$ cat config.mk
export PLATFORM = sky130hd
export DESIGN_NAME = vfs_supervisor
export DESIGN_NICKNAME = d
export VERILOG_FILES = /design/src/vfs_pkg.sv /design/src/vfs_deglitch.sv /design/src/vfs_regs.sv /design/src/vfs_supervisor.sv
export SDC_FILE = /design/constraint.sdc
export NUM_CORES = 1
export LEC_CHECK = 0
export ABC_AREA = 1
export BUFFER_PORTS_ARGS = -buffer_cell sky130_fd_sc_hd__clkbuf_2
export CAP_MARGIN = 20
export CORE_MARGIN = 1
export CORE_UTILIZATION = 51
export DETAILED_ROUTE_END_ITERATION = 6
export GPL_ROUTABILITY_DRIVEN = 0
export PLACE_DENSITY = 0.72
export SLEW_MARGIN = 5
export SYNTH_ARGS = -nofsm -noshare
export SYNTH_HDL_FRONTEND = slang
export SYNTH_SLANG_ARGS = --single-unit
$ cat constraint.sdc
create_clock -name clk -period 68 [get_ports clk]
set_input_delay 17 -clock clk [delete_from_list [all_inputs] [get_ports clk]]
set_output_delay 17 -clock clk [all_outputs]
set_load 0.05 [all_outputs]
$ cat src/vfs_pkg.sv
// shared constants, types and lookup tables of the fault supervisor
package vfs_pkg;
  localparam int MV_W = 12;
  localparam int DEG_W = 11;
  // register offsets
  localparam logic [7:0] OFS_OVP_ABS  = 8'h25;
  localparam logic [7:0] OFS_OVP_REL  = 8'h26;
  localparam logic [7:0] OFS_UVP_SEL  = 8'h27;
  localparam logic [7:0] OFS_OTP_SEL  = 8'h28;
  localparam logic [7:0] OFS_PROT_EN  = 8'h29;
  localparam logic [7:0] OFS_FLAGS    = 8'h2a;
  localparam logic [7:0] OFS_DROOP    = 8'h41;
  // field positions
  localparam int BIT_OV = 0;
  localparam int BIT_UV = 1;
  localparam int BIT_OT = 3;
  localparam int DROOP_LSB = 2;
  // reset values and overvoltage knee
  localparam logic [7:0] RST_CFG     = 8'h00;
  localparam logic [7:0] RST_PROT_EN = 8'h1f;
  localparam logic [7:0] RST_RDATA   = 8'h00;
  localparam logic [MV_W-1:0] OVP_KNEE_MV = 12'h532;
  // timing
  localparam int CLK_PERIOD_NS    = 40;
  localparam int OV_DEGLITCH_NS   = 1000;
  localparam int UV_DEGLITCH_NS   = 3000;
  localparam int OT_DEGLITCH_NS   = 45000;
  localparam int OV_STOP_DELAY_NS = 45000;
  localparam int RAMP_STEP_NS     = 2000;
  localparam int REVERT_NS        = 100000;
  localparam int REVERT_STEPS     = 8;
  localparam logic [MV_W-1:0] RAMP_STEP_MV = 12'h003;
  localparam int DEG_CYC [3] = '{
    (OV_DEGLITCH_NS + CLK_PERIOD_NS - 1) / CLK_PERIOD_NS,
    (UV_DEGLITCH_NS + CLK_PERIOD_NS - 1) / CLK_PERIOD_NS,
    (OT_DEGLITCH_NS + CLK_PERIOD_NS - 1) / CLK_PERIOD_NS};
  localparam logic [DEG_W-1:0] OV_STOP_CYC =
    DEG_W'(OV_STOP_DELAY_NS / CLK_PERIOD_NS);
  localparam logic [5:0] RAMP_CYC = 6'(RAMP_STEP_NS / CLK_PERIOD_NS);
  localparam logic [8:0] REVERT_STEP_CYC =
    9'(REVERT_NS / REVERT_STEPS / CLK_PERIOD_NS);
  localparam logic [3:0] REVERT_N = 4'(REVERT_STEPS);

  typedef enum logic [2:0] {
    ST_OFF    = 3'b000,
    ST_START  = 3'b001,
    ST_RUN    = 3'b010,
    ST_OV_DIS = 3'b011,
    ST_OV_REG = 3'b100,
    ST_OV_STP = 3'b101,
    ST_SHUT   = 3'b110
  } vfs_state_t;

  typedef enum logic [1:0] {
    PWM_RUN  = 2'b00,
    PWM_LOW  = 2'b01,
    PWM_TRI  = 2'b10
  } vfs_pwm_t;

  typedef struct packed {
    logic [7:0] ovp_abs;
    logic [7:0] ovp_rel;
    logic [7:0] uvp_sel;
    logic [7:0] otp_sel;
    logic [7:0] prot_en;
    logic [7:0] droop;
  } vfs_cfg_t;

  // all voltages in mV, temperature in degrees C
  typedef struct packed {
    logic [MV_W-1:0] output_sense;
    logic [MV_W-1:0] reference_input_voltage;
    logic [MV_W-1:0] voltage_target;
    logic [MV_W-1:0] current_sense_sum;
    logic [7:0]      die_temp;
  } vfs_sense_t;

  function automatic logic [MV_W-1:0] ovp_abs_mv(input logic [1:0] s);
    case (s)
      2'b00:   return 12'h7d0;
      2'b01:   return 12'h708;
      2'b10:   return 12'h898;
      default: return 12'h960;
    endcase
  endfunction

  // relative factor in quarters: 1.5, 1.25, 1.75, 2.0
  function automatic logic [3:0] ovp_rel_q4(input logic [1:0] s);
    case (s)
      2'b00:   return 4'h6;
      2'b01:   return 4'h5;
      2'b10:   return 4'h7;
      default: return 4'h8;
    endcase
  endfunction

  // undervoltage factor in tenths: 0.4, 0.3, 0.5, 0.6
  function automatic logic [3:0] uvp_k10(input logic [1:0] s);
    case (s)
      2'b00:   return 4'h4;
      2'b01:   return 4'h3;
      2'b10:   return 4'h5;
      default: return 4'h6;
    endcase
  endfunction

  function automatic logic [7:0] otp_limit_c(input logic [1:0] s);
    case (s)
      2'b00:   return 8'h96;
      2'b01:   return 8'h7d;
      2'b10:   return 8'h87;
      default: return 8'ha0;
    endcase
  endfunction

  function automatic logic [5:0] droop_gain(input logic [1:0] s,
                                            input logic smart);
    case (s)
      2'b00:   return smart ? 6'h0c : 6'h30;
      2'b01:   return smart ? 6'h06 : 6'h18;
      2'b10:   return smart ? 6'h03 : 6'h0c;
      default: return smart ? 6'h02 : 6'h06;
    endcase
  endfunction
endpackage

$ cat src/vfs_deglitch.sv
// deglitch timer: trips once a condition holds longer than CYC cycles
`timescale 1ns/1ps
module vfs_deglitch #(
  parameter int CYC = 25
) (
  // clock and reset
  input  wire logic clk,
  input  wire logic rst,
  // condition and trip level
  input  wire logic cond,
  output logic      trip
);
  typedef struct packed {
    logic [vfs_pkg::DEG_W-1:0] cnt;
    logic                      trip;
  } vfs_deg_st_t;

  localparam logic [vfs_pkg::DEG_W-1:0] LIM = vfs_pkg::DEG_W'(CYC);

  vfs_deg_st_t s;
  vfs_deg_st_t next_s;

  always_comb begin
    next_s = s;
    if (!cond) begin
      next_s.cnt = '0;
    end else if (s.cnt != LIM) begin
      next_s.cnt = s.cnt + 1'b1;
    end
    next_s.trip = cond && (s.cnt == LIM);
  end

  always_ff @(posedge clk) begin
    if (rst) begin
      s <= '0;
    end else begin
      s <= next_s;
    end
  end

  assign trip = s.trip;
endmodule

$ cat src/vfs_regs.sv
// register file of the fault supervisor
`timescale 1ns/1ps
module vfs_regs (
  // clock and reset
  input  wire logic       clk,
  input  wire logic       rst,
  // register port
  input  wire logic       reg_wr,
  input  wire logic       reg_rd,
  input  wire logic [7:0] reg_addr,
  input  wire logic [7:0] reg_wdata,
  output logic      [7:0] reg_rdata,
  // block side
  input  wire logic [7:0] fault_flags,
  output vfs_pkg::vfs_cfg_t cfg
);
  typedef struct packed {
    vfs_pkg::vfs_cfg_t cfg;
    logic [7:0]        rdata;
  } vfs_reg_st_t;

  vfs_reg_st_t s;
  vfs_reg_st_t next_s;

  always_comb begin
    next_s = s;
    if (reg_wr) begin
      case (reg_addr)
        vfs_pkg::OFS_OVP_ABS: next_s.cfg.ovp_abs = reg_wdata;
        vfs_pkg::OFS_OVP_REL: next_s.cfg.ovp_rel = reg_wdata;
        vfs_pkg::OFS_UVP_SEL: next_s.cfg.uvp_sel = reg_wdata;
        vfs_pkg::OFS_OTP_SEL: next_s.cfg.otp_sel = reg_wdata;
        vfs_pkg::OFS_PROT_EN: next_s.cfg.prot_en = reg_wdata;
        vfs_pkg::OFS_DROOP:   next_s.cfg.droop   = reg_wdata;
        default: ;
      endcase
    end
    if (reg_rd) begin
      case (reg_addr)
        vfs_pkg::OFS_OVP_ABS: next_s.rdata = s.cfg.ovp_abs;
        vfs_pkg::OFS_OVP_REL: next_s.rdata = s.cfg.ovp_rel;
        vfs_pkg::OFS_UVP_SEL: next_s.rdata = s.cfg.uvp_sel;
        vfs_pkg::OFS_OTP_SEL: next_s.rdata = s.cfg.otp_sel;
        vfs_pkg::OFS_PROT_EN: next_s.rdata = s.cfg.prot_en;
        vfs_pkg::OFS_FLAGS:   next_s.rdata = fault_flags;
        vfs_pkg::OFS_DROOP:   next_s.rdata = s.cfg.droop;
        default:              next_s.rdata = 8'h00;
      endcase
    end
  end

  always_ff @(posedge clk) begin
    if (rst) begin
      s.cfg.ovp_abs <= vfs_pkg::RST_CFG;
      s.cfg.ovp_rel <= vfs_pkg::RST_CFG;
      s.cfg.uvp_sel <= vfs_pkg::RST_CFG;
      s.cfg.otp_sel <= vfs_pkg::RST_CFG;
      s.cfg.prot_en <= vfs_pkg::RST_PROT_EN;
      s.cfg.droop   <= vfs_pkg::RST_CFG;
      s.rdata       <= vfs_pkg::RST_RDATA;
    end else begin
      s <= next_s;
    end
  end

  assign cfg       = s.cfg;
  assign reg_rdata = s.rdata;
endmodule

$ cat src/vfs_supervisor.sv
// fault supervisor, power-good and droop target control for a vr controller
`timescale 1ns/1ps
// Functional notes
// - power-good stays low throughout soft-start
// - power-good rises and latches once output reaches reference
// - any protection trip or enable fall pulls power-good low at once
// - reference below 1.33V: absolute overvoltage level, selectable
// - reference above 1.33V: reference times selectable factor
// - overvoltage needs sense above threshold longer than 1us
// - overvoltage: power-good low, negative discharge on, flag bit 0
// - after trip hold pwm low to target, then regulate until 45us
// - from 45us ramp target down 1.5mV/us; tri-state above, low below
// - faults and flags latch until enable re-toggle or power reset
// - enable bits gate only the action; flags always set
// - undervoltage over 3us: pwm tri-state, discharge switch on
// - undervoltage: power-good low and flag bit 1
// - undervoltage threshold selectable, default 0.4 times reference
// - undervoltage masked until power-good has first gone high
// - die temperature over limit longer than 45us: pwm tri-state
// - over-temperature: power-good low and flag bit 3
// - load step swaps in short-term target from summed sense gain
// - two-bit field selects droop gain per sensing mode
// - short-term target returns to normal over about 100us
module vfs_supervisor (
  // clock and reset
  input  wire logic               clk,
  input  wire logic               rst,
  // register port
  input  wire logic               reg_wr,
  input  wire logic               reg_rd,
  input  wire logic [7:0]         reg_addr,
  input  wire logic [7:0]         reg_wdata,
  output logic      [7:0]         reg_rdata,
  // measurements and controls
  input  wire vfs_pkg::vfs_sense_t sense,
  input  wire logic               chip_enable_pin,
  input  wire logic               load_step,
  input  wire logic               smart_stage_sensing,
  input  wire logic [7:0]         error_amp_gain,
  // power stage controls
  output vfs_pkg::vfs_pwm_t       pwm_mode,
  output logic                    output_discharge_on,
  output logic                    negative_voltage_discharge,
  output logic [vfs_pkg::MV_W-1:0] target_out,
  // open-drain power-good pin
  output logic                    power_good_out,
  output logic                    power_good_oe
);
  localparam int W = vfs_pkg::MV_W;

  typedef struct packed {
    logic                     en_s1;
    logic                     en_s2;
    logic                     en_s3;
    logic                     en_f;
    vfs_pkg::vfs_state_t      fsm;
    logic [7:0]               flags;
    logic                     pg;
    logic                     pg_seen;
    logic [vfs_pkg::DEG_W-1:0] ov_cnt;
    logic [5:0]               ramp_cnt;
    logic [W-1:0]             stop_tgt;
    logic [W-1:0]             droop_off;
    logic [W-1:0]             droop_step;
    logic [8:0]               rev_cnt;
    logic [3:0]               rev_left;
    vfs_pkg::vfs_pwm_t        pwm;
    logic                     dis_on;
    logic                     nvd_on;
    logic [W-1:0]             tgt;
    logic                     pg_oe;
    logic                     pg_pin;
  } vfs_st_t;

  vfs_st_t           s;
  vfs_st_t           next_s;
  vfs_pkg::vfs_cfg_t cfg;
  logic [2:0]        trip;
  logic [2:0]        cond;

  vfs_regs u_regs (
    .clk         (clk),
    .rst         (rst),
    .reg_wr      (reg_wr),
    .reg_rd      (reg_rd),
    .reg_addr    (reg_addr),
    .reg_wdata   (reg_wdata),
    .reg_rdata   (reg_rdata),
    .fault_flags (s.flags),
    .cfg         (cfg)
  );

  // one deglitch timer per fault: 0 over, 1 under, 2 temperature
  for (genvar i = 0; i < 3; i++) begin : g_deg
    vfs_deglitch #(.CYC(vfs_pkg::DEG_CYC[i])) u_deg (
      .clk  (clk),
      .rst  (rst),
      .cond (cond[i]),
      .trip (trip[i])
    );
  end

  // threshold comparison
  logic [15:0] sense_x4;
  logic [15:0] sense_x10;
  logic [15:0] ref_rel;
  logic [15:0] ref_uv;
  logic        ov_above;
  logic        uv_below;
  logic        ot_above;

  always_comb begin
    sense_x4  = 16'(sense.output_sense) << 2;
    sense_x10 = 16'(sense.output_sense) * 16'h000a;
    ref_rel   = 16'(sense.reference_input_voltage)
              * 16'(vfs_pkg::ovp_rel_q4(cfg.ovp_rel[1:0]));
    ref_uv    = 16'(sense.reference_input_voltage)
              * 16'(vfs_pkg::uvp_k10(cfg.uvp_sel[1:0]));
    if (sense.reference_input_voltage < vfs_pkg::OVP_KNEE_MV) begin
      ov_above = sense.output_sense
               > vfs_pkg::ovp_abs_mv(cfg.ovp_abs[1:0]);
    end else begin
      ov_above = sense_x4 > ref_rel;
    end
    uv_below = sense_x10 < ref_uv;
    ot_above = sense.die_temp
             > vfs_pkg::otp_limit_c(cfg.otp_sel[1:0]);
    cond[0] = s.en_f && ov_above;
    cond[1] = s.en_f && s.pg_seen && uv_below;
    cond[2] = ot_above;
  end

  // short-term target offset from summed current sense
  logic [17:0] droop_prod;
  logic [17:0] droop_quot;
  logic [7:0]  gdiv;
  logic [W-1:0] droop_new;

  always_comb begin
    gdiv = (error_amp_gain == 8'h00) ? 8'h01 : error_amp_gain;
    droop_prod = 18'(sense.current_sense_sum)
               * 18'(vfs_pkg::droop_gain(
                   cfg.droop[vfs_pkg::DROOP_LSB+:2],
                   smart_stage_sensing));
    if (smart_stage_sensing) begin
      droop_prod = droop_prod >> 3;
    end
    droop_quot = droop_prod / 18'(gdiv);
    droop_new  = (droop_quot[17:W] != '0) ? '1 : droop_quot[W-1:0];
  end

  // main sequencer
  logic       en_rise;
  logic [7:0] det;
  logic       act_ov;
  logic       act_uv;
  logic       act_ot;
  logic       healthy;

  always_comb begin
    next_s = s;
    next_s.en_s1 = chip_enable_pin;
    next_s.en_s2 = s.en_s1;
    next_s.en_s3 = s.en_s2;
    if (s.en_s2 == s.en_s3) begin
      next_s.en_f = s.en_s3;
    end
    en_rise = (s.en_s2 == s.en_s3) && s.en_s3 && !s.en_f;

    det = 8'h00;
    det[vfs_pkg::BIT_OV] = trip[0];
    det[vfs_pkg::BIT_UV] = trip[1];
    det[vfs_pkg::BIT_OT] = trip[2];
    // set wins over the clear on the enable rising edge
    if (en_rise) begin
      next_s.flags = 8'h00;
    end
    next_s.flags = next_s.flags | det;
    act_ov = trip[0] && cfg.prot_en[vfs_pkg::BIT_OV];
    act_uv = trip[1] && cfg.prot_en[vfs_pkg::BIT_UV];
    act_ot = trip[2] && cfg.prot_en[vfs_pkg::BIT_OT];
    healthy = (s.fsm == vfs_pkg::ST_START) || (s.fsm == vfs_pkg::ST_RUN);

    unique case (s.fsm)
      vfs_pkg::ST_OFF: begin
        next_s.pwm = vfs_pkg::PWM_TRI;
        next_s.pg = 1'b0;
        next_s.pg_seen = 1'b0;
        next_s.dis_on = 1'b0;
        next_s.nvd_on = 1'b0;
        if (s.en_f) begin
          next_s.fsm = vfs_pkg::ST_START;
          next_s.pwm = vfs_pkg::PWM_RUN;
        end
      end
      vfs_pkg::ST_START: begin
        next_s.pg = 1'b0;
        if (sense.output_sense >= sense.reference_input_voltage) begin
          next_s.pg = 1'b1;
          next_s.pg_seen = 1'b1;
          next_s.fsm = vfs_pkg::ST_RUN;
        end
      end
      vfs_pkg::ST_RUN: begin
        next_s.pg = 1'b1;
      end
      vfs_pkg::ST_OV_DIS, vfs_pkg::ST_OV_REG: begin
        next_s.ov_cnt = s.ov_cnt + 1'b1;
        if (s.fsm == vfs_pkg::ST_OV_DIS &&
            sense.output_sense > sense.voltage_target) begin
          next_s.pwm = vfs_pkg::PWM_LOW;
        end else begin
          next_s.fsm = vfs_pkg::ST_OV_REG;
          next_s.pwm = (sense.output_sense > sense.voltage_target)
                     ? vfs_pkg::PWM_LOW : vfs_pkg::PWM_TRI;
        end
        if (s.ov_cnt == vfs_pkg::OV_STOP_CYC - 2'd2) begin
          next_s.fsm = vfs_pkg::ST_OV_STP;
          next_s.stop_tgt = sense.voltage_target;
          next_s.ramp_cnt = '0;
        end
      end
      vfs_pkg::ST_OV_STP: begin
        next_s.ramp_cnt = s.ramp_cnt + 1'b1;
        if (s.ramp_cnt == vfs_pkg::RAMP_CYC - 1'b1) begin
          next_s.ramp_cnt = '0;
          next_s.stop_tgt = (s.stop_tgt > vfs_pkg::RAMP_STEP_MV)
                          ? s.stop_tgt - vfs_pkg::RAMP_STEP_MV
                          : '0;
        end
        next_s.pwm = (sense.output_sense > s.stop_tgt)
                   ? vfs_pkg::PWM_TRI : vfs_pkg::PWM_LOW;
      end
      vfs_pkg::ST_SHUT: begin
        next_s.pwm = vfs_pkg::PWM_TRI;
      end
      default: begin
        next_s.fsm = vfs_pkg::ST_OFF;
      end
    endcase

    // only a healthy sequencer takes a new fault action
    if (healthy) begin
      if (act_ov) begin
        next_s.fsm = vfs_pkg::ST_OV_DIS;
        next_s.nvd_on = 1'b1;
        next_s.pwm = vfs_pkg::PWM_LOW;
        next_s.ov_cnt = '0;
      end else if (act_uv || act_ot) begin
        next_s.fsm = vfs_pkg::ST_SHUT;
        next_s.pwm = vfs_pkg::PWM_TRI;
        next_s.dis_on = act_uv;
      end
    end
    if (det != 8'h00) begin
      next_s.pg = 1'b0;
    end
    if (!s.en_f) begin
      next_s.fsm = vfs_pkg::ST_OFF;
      next_s.pg = 1'b0;
      next_s.pwm = vfs_pkg::PWM_TRI;
      next_s.dis_on = 1'b0;
      next_s.nvd_on = 1'b0;
    end

    // transient droop offset and its staged return
    if (load_step && s.fsm == vfs_pkg::ST_RUN) begin
      next_s.droop_off = droop_new;
      next_s.droop_step = (droop_new >> 3) | W'(1);
      next_s.rev_cnt = '0;
      next_s.rev_left = vfs_pkg::REVERT_N;
    end else if (s.rev_left != 4'h0) begin
      next_s.rev_cnt = s.rev_cnt + 1'b1;
      if (s.rev_cnt == vfs_pkg::REVERT_STEP_CYC - 1'b1) begin
        next_s.rev_cnt = '0;
        next_s.rev_left = s.rev_left - 1'b1;
        if (s.rev_left == 4'h1 || s.droop_off <= s.droop_step) begin
          next_s.droop_off = '0;
        end else begin
          next_s.droop_off = s.droop_off - s.droop_step;
        end
      end
    end
    if (s.fsm != vfs_pkg::ST_RUN) begin
      next_s.droop_off = '0;
      next_s.rev_left = 4'h0;
    end

    if (next_s.fsm == vfs_pkg::ST_OV_STP) begin
      next_s.tgt = next_s.stop_tgt;
    end else if (sense.voltage_target > next_s.droop_off) begin
      next_s.tgt = sense.voltage_target - next_s.droop_off;
    end else begin
      next_s.tgt = '0;
    end
    next_s.pg_oe = !next_s.pg;
    next_s.pg_pin = 1'b0;
  end

  always_ff @(posedge clk) begin
    if (rst) begin
      s <= '0;
      s.fsm <= vfs_pkg::ST_OFF;
      s.pwm <= vfs_pkg::PWM_TRI;
      s.pg_oe <= 1'b1;
    end else begin
      s <= next_s;
    end
  end

  assign pwm_mode                   = s.pwm;
  assign output_discharge_on        = s.dis_on;
  assign negative_voltage_discharge = s.nvd_on;
  assign target_out                 = s.tgt;
  assign power_good_out             = s.pg_pin;
  assign power_good_oe              = s.pg_oe;
endmodule

==> flow_summary.yaml <==
status:
  status: "finished, final reports clean"
critical_path:
  crit_top_cell: "nand2_1"
  crit_required_ns: 68.37
  slowest_delay_ns: 0.53
  worst_path_max_delay_cell: "fa_1"
  start_kind: "input pin"
  crit_fanout: 21
  crit_path_end_kind: "register"
  cp.arrival_ns: 58.88
  rr_worst_depth: 270
  path_class: "input pin to register"
cts:
  clock-sinks: 184
  postCtsSetupBuffers: 0
  ctsResizeCount: 0
  h-tree-depth: 4
  clk_latency_ns: 0.44
  ctsHoldBuffers: 0
  cts_tree: "yes"
  clockRootBuffer: "clkbuf_16"
  cts_buffers: 17
  path_clk_slew_ns: 0.07
  clockBufferDepth: 2
drt:
  ant_nets: 0
  wl_per_cell_um: 13.93
  via_count: 21259
  wirelength_um: 56030
  drc_errors: 0
  via_per_inst: 5.284
  dr.pass1.iters: 5
  drt_iter0_drc: 1187
cells_and_area:
  antenna_cells: 0
  syn2layout_area_growth_pct: 6.724
  drive_gt1_frac: 0.07882
  final_area_um2: 24190
  final_common_cell: "nand2_1"
  nets: 3911
  mostFrequentLayoutCells: "641 x nand2_1, 537 x inv_1, 343 x nor2_1"
place:
  post_dp_cell_area_um2: 23630
  portBuffers: 111
  dp_hpwl_um: 45120
  post-place-ws_ns: 9.412
synth:
  synth_compound_area_frac: 0.1655
  synth_edf_count: 0
  synthMuxAreaShare: 0
  synthAdderAreaFrac: 0.2418
  ys_ff_latch: 184
  syn-cell-area_um2: 22660
  synthFlopType: "dfxtp_1"
  syn_inst: 3366
  synthArstFlopShare: 0
  synth.top_cell.area_share: 0.1844
  synth.avg_cell_area_um2: 6.733
  yosys.area_share.simple: 0.2634
  ys_types: 67
  ys_seq_area_frac: 0.1625
  yosys_warnings: 0
  yosysTopAreaCell: "ha_1"
  synth_area_leaders: "ha_1 18%, dfxtp_1 16%, nand2_1 11%"
  synthXorXnorAreaFrac: 0.05598
  synth_top_family_by_area: "simple AND/OR/NAND/NOR gates"
timing:
  hold_viol: 0
  fin_crit_ns: 58.51
  setup_tns_ns: 0
  setup_viol: 0
  worst_slew_pin_slew_ns: 0.8823
  fmax_mhz: 17.09
  clock_skew_ns: 0.01220
  postLayoutSetupSlackWorst_ns: 9.487
  rsz0062_at_grt: "false"
  relSlewSlack: 0.4106
  slew_viol_final: 0
  fin_crit_sh: 0.8605
global_route:
  grt_usage: 0.2545
  antenna_found_initial: 1
  grt_pass1_wl_um: 94700
  grt_pass1_vias: 20083
  grt_max_degree: 62
  overflow: 0
floorplanning:
  initial_core_util: 0.5215
  core_area_um2: 43460
  dieArea_um2: 45290
  io_pins: 113
  die_y_um: 212.8
  die_w_um: 212.8
  rows: 76
run:
  maxCapViolations: 0
min_path:
  whs_path_depth: 2
  worst_hold_path_type: "register to register"
[worst max-delay path, delay by kind of cell]
kind / cells / cell delay (ns)
AO/OA/AOI/OAI: 98 / 16.52
adder cells (fa/ha/maj): 23 / 7.48
buffers and inverters: 46 / 5.27
AND/OR/NAND/NOR: 106 / 12.52
[area by class of cell]
class / count / area (µm²)
multi-input combinational: 2539 / 16480
timing repair buffer: 121 / 630.6
sequential: 184 / 3684
inverter: 562 / 2110
fill: 4325 / 19270
clock buffer: 19 / 442.9
tap: 585 / 732.0
clock inverter: 13 / 111.4
[cells by family after synthesis]
family	Yosys count
other cells	1
simple gates	1352
buf+inv	644
compound gates	642
fa+ha+maj	399
xor+xnor	144
flops	184
[per-layer routing]
metal,vias up,global-route usage,wire length (µm)
met2,421,0.4471,26600
li1,11132,-,-
met3,77,0.02603,1992
met1,9627,0.3284,26080
met5,-,0,13
met4,2,0.07269,1341
[final timing paths]
path | from | slack, ns | end
worst max-delay path | smart_stage_sensing | 9.49 | target_out[11]
worst min-delay path | next_s[99] | 0.42 | next_s[98]
worst max register to register | u_regs.cfg[3] | 26.00 | target_out[11]
worst min register to register | next_s[99] | 0.42 | next_s[98]
[flip-flops by register name, indices dropped and copies added (netlist names), 2 cells and up]
name and count:
u_regs.cfg 48, target_out 12, u_regs.reg_rdata 8, g_deg.u_deg.s 33, g_deg.u_deg.trip 3, next_s 2
pwm_mode 2, s 73
[cells in the mapped netlist, types with 8 or more instances]
library cell / instances
a21oi_1: 234
o221ai_1: 15
o21ai_1: 13
nor3_1: 51
fa_1: 65
a211oi_1: 11
xnor2_1: 54
inv_1: 537
inv_2: 20
nand4_1: 51
nand2_1: 641
nand3_2: 20
nor2_1: 343
ha_1: 334
or2_2: 15
a21o_1: 23
xor2_1: 89
nand2_2: 25
nand3_1: 144
clkbuf_1: 56
o22ai_1: 12
nand3b_1: 8
dfxtp_1: 184
o211ai_1: 11
buf_4: 15
nor4_1: 11
o21ai_0: 212
o31ai_1: 12
nor2_4: 9
o21a_1: 11
o21bai_1: 31
and2_1: 10
[metrics by stage]
step / instances / util / hold WS (ns)
floorplan: 3367 / - / 0.3883
global placement: 3991 / 0.5439 / 0.4056
detailed placement: 3991 / 0.5439 / 0.4136
CTS: 4023 / 0.5566 / 0.4243
global route: 4023 / 0.5566 / 0.4377
finish: 4023 / 0.5566 / 0.4195
Power is not shown: default switching activity piles up to over one toggle a cycle in this logic, so the estimate is an artifact.
